===== src/nand_host_pkg.sv =====
// Constants for the NAND strobe-level host controller.
// Assumes a 200 MHz controller clock and a host-driven, clockless pin link.
package nand_host_pkg;
   // Clock period in ps
   localparam int CLK_PS = 5000;
   // Strobe low and high times in ns
   localparam int T_STROBE_LOW_NS = 25;
   localparam int T_STROBE_HIGH_NS = 15;
   // Latch set-up before strobe falls, ns
   localparam int T_SETUP_NS = 10;
   localparam int LOW_CYC = (T_STROBE_LOW_NS * 1000 + CLK_PS - 1) / CLK_PS;
   localparam int HIGH_CYC = (T_STROBE_HIGH_NS * 1000 + CLK_PS - 1) / CLK_PS;
   localparam int SETUP_CYC = (T_SETUP_NS * 1000 + CLK_PS - 1) / CLK_PS;
   localparam int CNT_W = 4;
   // Request kinds
   localparam int KIND_W = 2;
   localparam logic [1:0] KIND_CMD = 2'h0;
   localparam logic [1:0] KIND_ADDR = 2'h1;
   localparam logic [1:0] KIND_DWRITE = 2'h2;
   localparam logic [1:0] KIND_DREAD = 2'h3;
   // Address cycle that carries the die select bit, and its I/O position
   localparam logic [2:0] DIE_ADDR_CYCLE = 3'h4;
   localparam int DIE_BIT_POS = 1;
   localparam int IO_W = 16;
   localparam int FIFO_DEPTH = 16;
   // Die select from one address cycle; same I/O line on both bus widths
   function automatic logic die_of(input logic [IO_W-1:0] d);
      return d[DIE_BIT_POS];
   endfunction : die_of
endpackage : nand_host_pkg


===== src/nand_host_ctrl.sv =====
// Host-side NAND pin sequencer with a read-data FIFO.
// Assumes one NAND device with an open-drain ready/busy line pulled up
// outside, and a user that waits for o_req_ready before each request.
`timescale 1ns/1ps
`default_nettype none

module nand_host_fifo #(
   parameter int WIDTH = 16,
   parameter int DEPTH = 16
) (
   input wire logic i_clk,
   input wire logic i_arst_n,
   input wire logic i_in_valid,
   output logic o_in_ready,
   input wire logic [WIDTH-1:0] i_in_data,
   output logic o_out_valid,
   input wire logic i_out_ready,
   output logic [WIDTH-1:0] o_out_data
);
   localparam int AW = $clog2(DEPTH);
   logic [WIDTH-1:0] mem [DEPTH];
   logic [AW:0] wptr;
   logic [AW:0] rptr;
   logic push;
   logic pop;

   assign o_in_ready = (wptr - rptr) != (AW + 1)'(DEPTH);
   assign o_out_valid = wptr != rptr;
   assign push = i_in_valid && o_in_ready;
   assign pop = o_out_valid && i_out_ready;
   assign o_out_data = mem[rptr[AW-1:0]];

   always_ff @(posedge i_clk) begin
      if (push) begin
         mem[wptr[AW-1:0]] <= i_in_data;
      end
   end

   always_ff @(posedge i_clk or negedge i_arst_n) begin
      if (!i_arst_n) begin
         wptr <= '0;
         rptr <= '0;
      end else begin
         if (push) begin
            wptr <= wptr + 1'b1;
         end
         if (pop) begin
            rptr <= rptr + 1'b1;
         end
      end
   end
endmodule : nand_host_fifo

// Overview of operation
// [RULE_01] Latch levels select command, address or data input on write strobe.
// [RULE_02] Read strobe toggles with latches low fetch next read or status byte.
// [RULE_03] Device checks write protect only when program or erase starts.
// [RULE_04] Host keeps write protect steady through sequence and busy operation.
// [RULE_05] Device enters standby with chip enable high once operations end.
// [RULE_06] Chip enable may rise between cycles and during busy periods.
// [RULE_07] In a die stack only the last activated die takes commands.
// [RULE_08] Host selects die by an address-bearing command before addressless ones.
// [RULE_09] Reset or suspend acts only on the last activated die.
// [RULE_10] Reset both dies: reset, address other die, reset again.
// [RULE_11] No program, erase or read commands while either die is busy.
// [RULE_12] Address bit above array top selects die; other die in standby.
// [RULE_13] Program works per page, erase per block.
// [RULE_14] Page is 2112 bytes: 2048 main plus 64 spare.
// [RULE_15] Page has four 512-byte main and four 16-byte spare segments.
// [RULE_16] Block is 64 pages, 128 KB; 4096 to 512 blocks by density.
// [RULE_17] Byte-bus address fields: area, segments, columns, page, block.
// [RULE_18] Word-bus address fields: area, segments, columns, page, block.
// [RULE_19] Bytes are captured on write strobe rising edge with chip enable low.
// [RULE_20] Read strobe falling edge drives next word, column counter plus one.
// [RULE_21] Ready/busy pulled low during program, erase and read.
// [RULE_22] Word bus: upper eight I/O lines low in command and address cycles.
module nand_host_ctrl #(
   parameter int FIFO_WORDS = nand_host_pkg::FIFO_DEPTH
) (
   input wire logic i_clk,
   input wire logic i_arst_n,
   input wire logic i_bus16,
   input wire logic i_wp_n,
   input wire logic i_req_valid,
   input wire logic [nand_host_pkg::KIND_W-1:0] i_req_kind,
   input wire logic [nand_host_pkg::IO_W-1:0] i_req_data,
   input wire logic i_req_safe,
   output logic o_req_ready,
   output logic o_rd_valid,
   input wire logic i_rd_ready,
   output logic [nand_host_pkg::IO_W-1:0] o_rd_data,
   output logic o_busy,
   output logic o_active_die,
   output logic o_cle,
   output logic o_ale,
   output logic o_ce_n,
   output logic o_we_n,
   output logic o_read_strobe_n,
   output logic o_wp_n,
   input wire logic [nand_host_pkg::IO_W-1:0] i_io,
   output logic [nand_host_pkg::IO_W-1:0] o_io,
   output logic o_io_oe_n,
   input wire logic i_ready_busy_n
);
   import nand_host_pkg::*;

   typedef enum {ST_IDLE, ST_SETUP, ST_LOW, ST_HIGH} phase_e;

   phase_e state;
   logic [CNT_W-1:0] cnt;
   logic [KIND_W-1:0] kind;
   logic [2:0] addr_idx;
   logic rb_s1;
   logic rb_s2;
   logic rb_s3;
   logic ready;
   logic ready_d;
   logic seq_open;
   logic fifo_in_valid;
   logic fifo_in_ready;
   logic [IO_W-1:0] rd_word;
   logic take;
   logic last_cnt;

   // Ready/busy sync, three stages, accept when last two agree
   always_ff @(posedge i_clk or negedge i_arst_n) begin
      if (!i_arst_n) begin
         rb_s1 <= 1'b1;
         rb_s2 <= 1'b1;
         rb_s3 <= 1'b1;
         ready <= 1'b1;
         ready_d <= 1'b1;
      end else begin
         rb_s1 <= i_ready_busy_n;
         rb_s2 <= rb_s1;
         rb_s3 <= rb_s2;
         ready_d <= ready;
         // [RULE_21] busy seen low
         if (rb_s2 == rb_s3) begin
            ready <= rb_s3;
         end
      end
   end

   assign o_busy = !ready;
   assign last_cnt = cnt == '0;

   // [RULE_11] hold non-safe requests while busy; reads wait for FIFO room
   always_comb begin
      o_req_ready = state == ST_IDLE && (ready || i_req_safe);
      if (i_req_kind == KIND_DREAD && !fifo_in_ready) begin
         o_req_ready = 1'b0;
      end
   end
   assign take = i_req_valid && o_req_ready;

   // Strobe phase sequencer
   always_ff @(posedge i_clk or negedge i_arst_n) begin
      if (!i_arst_n) begin
         state <= ST_IDLE;
         cnt <= '0;
         kind <= KIND_CMD;
      end else begin
         case (state)
            ST_IDLE: begin
               if (take) begin
                  state <= ST_SETUP;
                  kind <= i_req_kind;
                  cnt <= CNT_W'(SETUP_CYC - 1);
               end
            end
            ST_SETUP: begin
               if (last_cnt) begin
                  state <= ST_LOW;
                  cnt <= CNT_W'(LOW_CYC - 1);
               end else begin
                  cnt <= cnt - 1'b1;
               end
            end
            ST_LOW: begin
               if (last_cnt) begin
                  state <= ST_HIGH;
                  cnt <= CNT_W'(HIGH_CYC - 1);
               end else begin
                  cnt <= cnt - 1'b1;
               end
            end
            ST_HIGH: begin
               if (last_cnt) begin
                  state <= ST_IDLE;
               end else begin
                  cnt <= cnt - 1'b1;
               end
            end
            default: begin
               state <= ST_IDLE;
            end
         endcase
      end
   end

   // [RULE_01] latch levels by request kind
   always_ff @(posedge i_clk or negedge i_arst_n) begin
      if (!i_arst_n) begin
         o_cle <= 1'b0;
         o_ale <= 1'b0;
      end else if (take) begin
         o_cle <= i_req_kind == KIND_CMD;
         o_ale <= i_req_kind == KIND_ADDR;
      end else if (state == ST_HIGH && last_cnt) begin
         o_cle <= 1'b0;
         o_ale <= 1'b0;
      end
   end

   // [RULE_06] chip enable only around each cycle
   always_ff @(posedge i_clk or negedge i_arst_n) begin
      if (!i_arst_n) begin
         o_ce_n <= 1'b1;
      end else if (take) begin
         o_ce_n <= 1'b0;
      end else if (state == ST_HIGH && last_cnt) begin
         o_ce_n <= 1'b1;
      end
   end

   // [RULE_19] write strobe rises at end of low phase, CE still low
   // [RULE_02] read strobe pulses with both latches low
   always_ff @(posedge i_clk or negedge i_arst_n) begin
      if (!i_arst_n) begin
         o_we_n <= 1'b1;
         o_read_strobe_n <= 1'b1;
      end else if (state == ST_SETUP && last_cnt) begin
         o_we_n <= kind == KIND_DREAD;
         o_read_strobe_n <= kind != KIND_DREAD;
      end else if (state == ST_LOW && last_cnt) begin
         o_we_n <= 1'b1;
         o_read_strobe_n <= 1'b1;
      end
   end

   // [RULE_22] upper lines low for command and address on word bus
   always_ff @(posedge i_clk or negedge i_arst_n) begin
      if (!i_arst_n) begin
         o_io <= '0;
         o_io_oe_n <= 1'b1;
      end else if (take) begin
         o_io_oe_n <= i_req_kind == KIND_DREAD;
         o_io <= i_req_data;
         if (i_req_kind != KIND_DWRITE || !i_bus16) begin
            o_io[IO_W-1:8] <= '0;
         end
      end else if (state == ST_HIGH && last_cnt) begin
         o_io_oe_n <= 1'b1;
      end
   end

   // [RULE_20] sample word at end of read strobe low phase
   always_ff @(posedge i_clk or negedge i_arst_n) begin
      if (!i_arst_n) begin
         rd_word <= '0;
         fifo_in_valid <= 1'b0;
      end else begin
         fifo_in_valid <= state == ST_LOW && last_cnt && kind == KIND_DREAD;
         if (state == ST_LOW && last_cnt && kind == KIND_DREAD) begin
            rd_word <= i_bus16 ? i_io : {8'h00, i_io[7:0]};
         end
      end
   end

   // [RULE_08] track die from the fifth address cycle
   // [RULE_12] die select bit is above the array top
   // [RULE_10] die follows address
   always_ff @(posedge i_clk or negedge i_arst_n) begin
      if (!i_arst_n) begin
         addr_idx <= '0;
         o_active_die <= 1'b0;
      end else if (take && i_req_kind == KIND_CMD) begin
         addr_idx <= '0;
      end else if (take && i_req_kind == KIND_ADDR) begin
         if (addr_idx == DIE_ADDR_CYCLE) begin
            o_active_die <= die_of(i_req_data);
         end
         if (addr_idx != 3'h7) begin
            addr_idx <= addr_idx + 1'b1;
         end
      end
   end

   // [RULE_04] write protect only changes outside a sequence and busy time
   always_ff @(posedge i_clk or negedge i_arst_n) begin
      if (!i_arst_n) begin
         seq_open <= 1'b0;
         o_wp_n <= 1'b0;
      end else begin
         if (take && i_req_kind == KIND_CMD) begin
            seq_open <= 1'b1;
         end else if (ready && !ready_d) begin
            seq_open <= 1'b0;
         end else if (take && i_req_kind == KIND_DREAD) begin
            seq_open <= 1'b0;
         end
         if (!seq_open && ready && state == ST_IDLE && !take) begin
            o_wp_n <= i_wp_n;
         end
      end
   end

   nand_host_fifo #(
      .WIDTH(IO_W),
      .DEPTH(FIFO_WORDS)
   ) u_rd_fifo (
      .i_clk(i_clk),
      .i_arst_n(i_arst_n),
      .i_in_valid(fifo_in_valid),
      .o_in_ready(fifo_in_ready),
      .i_in_data(rd_word),
      .o_out_valid(o_rd_valid),
      .i_out_ready(i_rd_ready),
      .o_out_data(o_rd_data)
   );
endmodule : nand_host_ctrl

`default_nettype wire


===== config.mk =====
export PLATFORM = sky130hd
export DESIGN_NAME = nand_host_ctrl
export DESIGN_NICKNAME = d
export VERILOG_FILES = /design/src/nand_host_pkg.sv /design/src/nand_host_ctrl.sv
export SDC_FILE = /design/constraint.sdc
export NUM_CORES = 1
export LEC_CHECK = 0
export BUFFER_PORTS_ARGS = -buffer_cell sky130_fd_sc_hd__buf_4
export CORE_UTILIZATION = 40
export CTS_CLUSTER_DIAMETER = 100
export DETAILED_ROUTE_END_ITERATION = 8
export PLACE_DENSITY = 0.68
export SYNTH_ARGS = -nofsm -noshare
export SYNTH_HDL_FRONTEND = slang
export SYNTH_SLANG_ARGS = --single-unit

===== constraint.sdc =====
create_clock -name i_clk -period 4 [get_ports i_clk]
set_clock_uncertainty 0.2 [all_clocks]
set_input_delay 0.4 -clock i_clk [delete_from_list [all_inputs] [get_ports i_clk]]
set_output_delay 0.4 -clock i_clk [all_outputs]
set_load 0.02 [all_outputs]

==> impl_metrics.toml <==
[grt]
grt_use_met2_pct = 27.8
grt_use_met3_pct = 3.29
antenna_found_initial = 0
grt_pass1_vias = 7161
grt.busiest_layer = "met2"
grt_overflow_total = 0
use_met1_pct = 23.3
grt_max_degree = 69
grt_usage_pct = 16.9
grt_pass1_wl_um = 42000

[final_layout]
finalNetCount = 895
seq_area_sq_mm = 0.00941
fin_cells = 1264
utilization_pct = 49.5
layout_common_cells = "256 x edfxtp_1, 102 x buf_4, 80 x mux4_2"
final_common_cell = "edfxtp_1"
antennaDiodeCount = 0
drive_gt1_share_pct = 32.3
syn2layout_area_growth_pct = 21.6
multi_input_comb_area_sq_mm = 0.00333
design_area_sq_mm = 0.0157
nFillCells = 2546

[sta]
setup_ws_ns = 0.527
drv_slew = 0
rsz0062_at_grt = "false"
relSlewSlack_pct = 29.1
setup_tns_ns = 0
hold_viol_final = 0
period_share_pct = 86.8
whs_ns = 0.0217
finalSetupViolCount = 0
min_period_ns = 3.47
worst_slew_pin_slew_ns = 1.06
max_freq_ghz = 0.288

[worst_setup_path]
crit_fanout = 66
cpPeakStageDelay_ns = 0.70
arrival_ns = 2.87
path_class = "reg2out"
cp_cell_sequence = "buf_4 > mux4_2 > mux4_2 > buf_4"
crit_path_end_kind = "output pin"
cp.required_ns = 3.40
cpMaxStageDelayCell = "buf_4"
startpoint_type = "flop"

[floorplanning]
core_area_sq_mm = 0.0316
die_h_um = 181
die_x_um = 181
ios = 85
fp-row-count = 65
fp.dieArea_sq_mm = 0.0329
start_util_pct = 40.7

[clock_network]
cts-buffers-inserted = 36
htree_levels = 2
clk_pin_slew_ns = 0.06
clk_path_buf_depth = 3
cts.sinks = 324
root_buffer = "clkbuf_16"
post_cts_buffers = 0
cts_tree = "built"
clk_latency_ns = 0.52

[logic_synthesis]
ys_ff_latch = 324
yosys.area.top_type = "edfxtp_1"
ys_async_sr_fraction_pct = 21.0
synthFlopType = "edfxtp_1"
synth_warnings = 0
synth_top_area_share_pct = 59.7
synth_fp_nets = 748
syn_inst = 688
synth_edf_count = 256
netlist_top_cells_area = "edfxtp_1 60%, mux4_2 14%, dfrtp_1 11%"
syn_avg_cell_area_sq_um = 18.7
synth.distinct_cells = 51
syn_area_sq_mm = 0.0129
ys_seq_area_share_pct = 73.0

[drt]
first_iter_violations = 526
drtAntennaViolNets = 0
viasPerCell = 5.36
drt_wl_total_um = 27000
firstDrtPassIters = 5
drc_errors = 0
wl_per_cell_um = 21.4
num_vias = 6774

[worst_hold_path]
hp-class = "in2reg"

[placed_design]
dp_hpwl_um = 16200
place_ws_ns = 0.617
post_dp_cell_area_sq_mm = 0.0141
gp_congestion = 0.799
portBuffers = 84
dpl.cell_count = 1163

[pwr]
power_density_mw_per_mm2 = 741
p_leak_nw = 5.64
fin_total_pwr_mw = 11.6
irDropWorstVdd_v = 0.000421

[flow_run]
cap_violations = 0

[outcome]
status = "complete, no violations"
-- cells in the mapped netlist (2+ instances only) --
cell type and number:
a211oi_1 2, a21oi_1 7, a22o_1 11, a31oi_1 2
and2_1 3, and3_1 4, buf_1 9, buf_2 2
clkbuf_1 18, dfrtp_1 59, dfstp_2 9, edfxtp_1 256
ha_1 18, inv_1 17, mux2_1 2, mux2_2 10
mux4_2 80, nand2_1 64, nand2b_1 3, nand3_1 10
nand4_1 3, nor2_1 24, nor2b_1 3, nor3_1 9
nor4_1 3, o21a_1 2, o21ai_0 22, or3_1 5
xnor2_1 6, xor2_1 4
-- critical path: cells and delay by family, from the launching register on --
kind,cells,cell delay (ns)
buf+inv,2,0.89
flops,1,0.35
mux,2,0.99
-- kinds of logic (layout without fill, tap and decap cells) --
group	count (synthesis)	in the layout	share of synthesized area (%)
flops	324	324	73.0
simple gates	134	134	4.65
mux	92	92	15.0
compound gates	60	60	3.28
buf+inv	49	223	1.51
fa+ha+maj	19	19	1.83
xor+xnor	10	10	0.680
-- layout make-up --
class	count	area share [%]
well taps	402	3.21
repair buffers	139	7.32
clock buffers	45	6.10
inverters	19	0.456
clock inverters	20	1.54
multi-input cells	315	21.3
flip-flops and latches	324	60.1
-- final timing paths --
path	cells after the start	to	slack, ns	from
worst max-delay path	4	o_rd_data[15]	0.53	u_rd_fifo.rptr[1]$_DFFE_PN0P_
worst min-delay path	3	rd_word[15]$_DFFE_PN0P_	0.02	i_bus16
worst max register to register	7	u_rd_fifo.mem[2][14]$_DFFE_PP_	0.60	u_rd_fifo.wptr[3]$_DFFE_PN0P_
worst min register to register	0	rb_s2$_DFF_PN1_	0.16	rb_s1$_DFF_PN1_
max in group asynchronous	2	u_rd_fifo.rptr[0]$_DFFE_PN0P_	2.53	i_arst_n
min in group asynchronous	2	o_io[14]$_DFFE_PN0N_	0.39	i_arst_n
-- registers in the layout, summed over array words and instances (netlist names), 2 cells and up --
name	flops
u_rd_fifo.mem	256
o_io	16
rd_word	16
u_rd_fifo.rptr	5
u_rd_fifo.wptr	5
cnt	4
addr_idx	3
kind	2
state	2
-- routing by layer --
layer | vias to the layer above | part of all wire (%)
met2 | 219 | 49
met3 | 37 | 5.9
met1 | 3501 | 44
li1 | 3017 | -
met5 | - | 0
met4 | 0 | 1.5
-- power by group --
part           internal [mW]  total, mW  switching (mW)  leakage [nW]
Sequential              4.33       4.86           0.527          3.16
Clock                   2.03       3.32            1.30         0.589
Combinational           1.64       3.42            1.78          1.89
-- timing repair --
action	in CTS	in global routing
resized for setup	0	0
setup endpoints to repair	0	0
hold buffers	36	0
hold endpoints to repair	96	0
No activity file was read; power rests on OpenSTA's default activity.
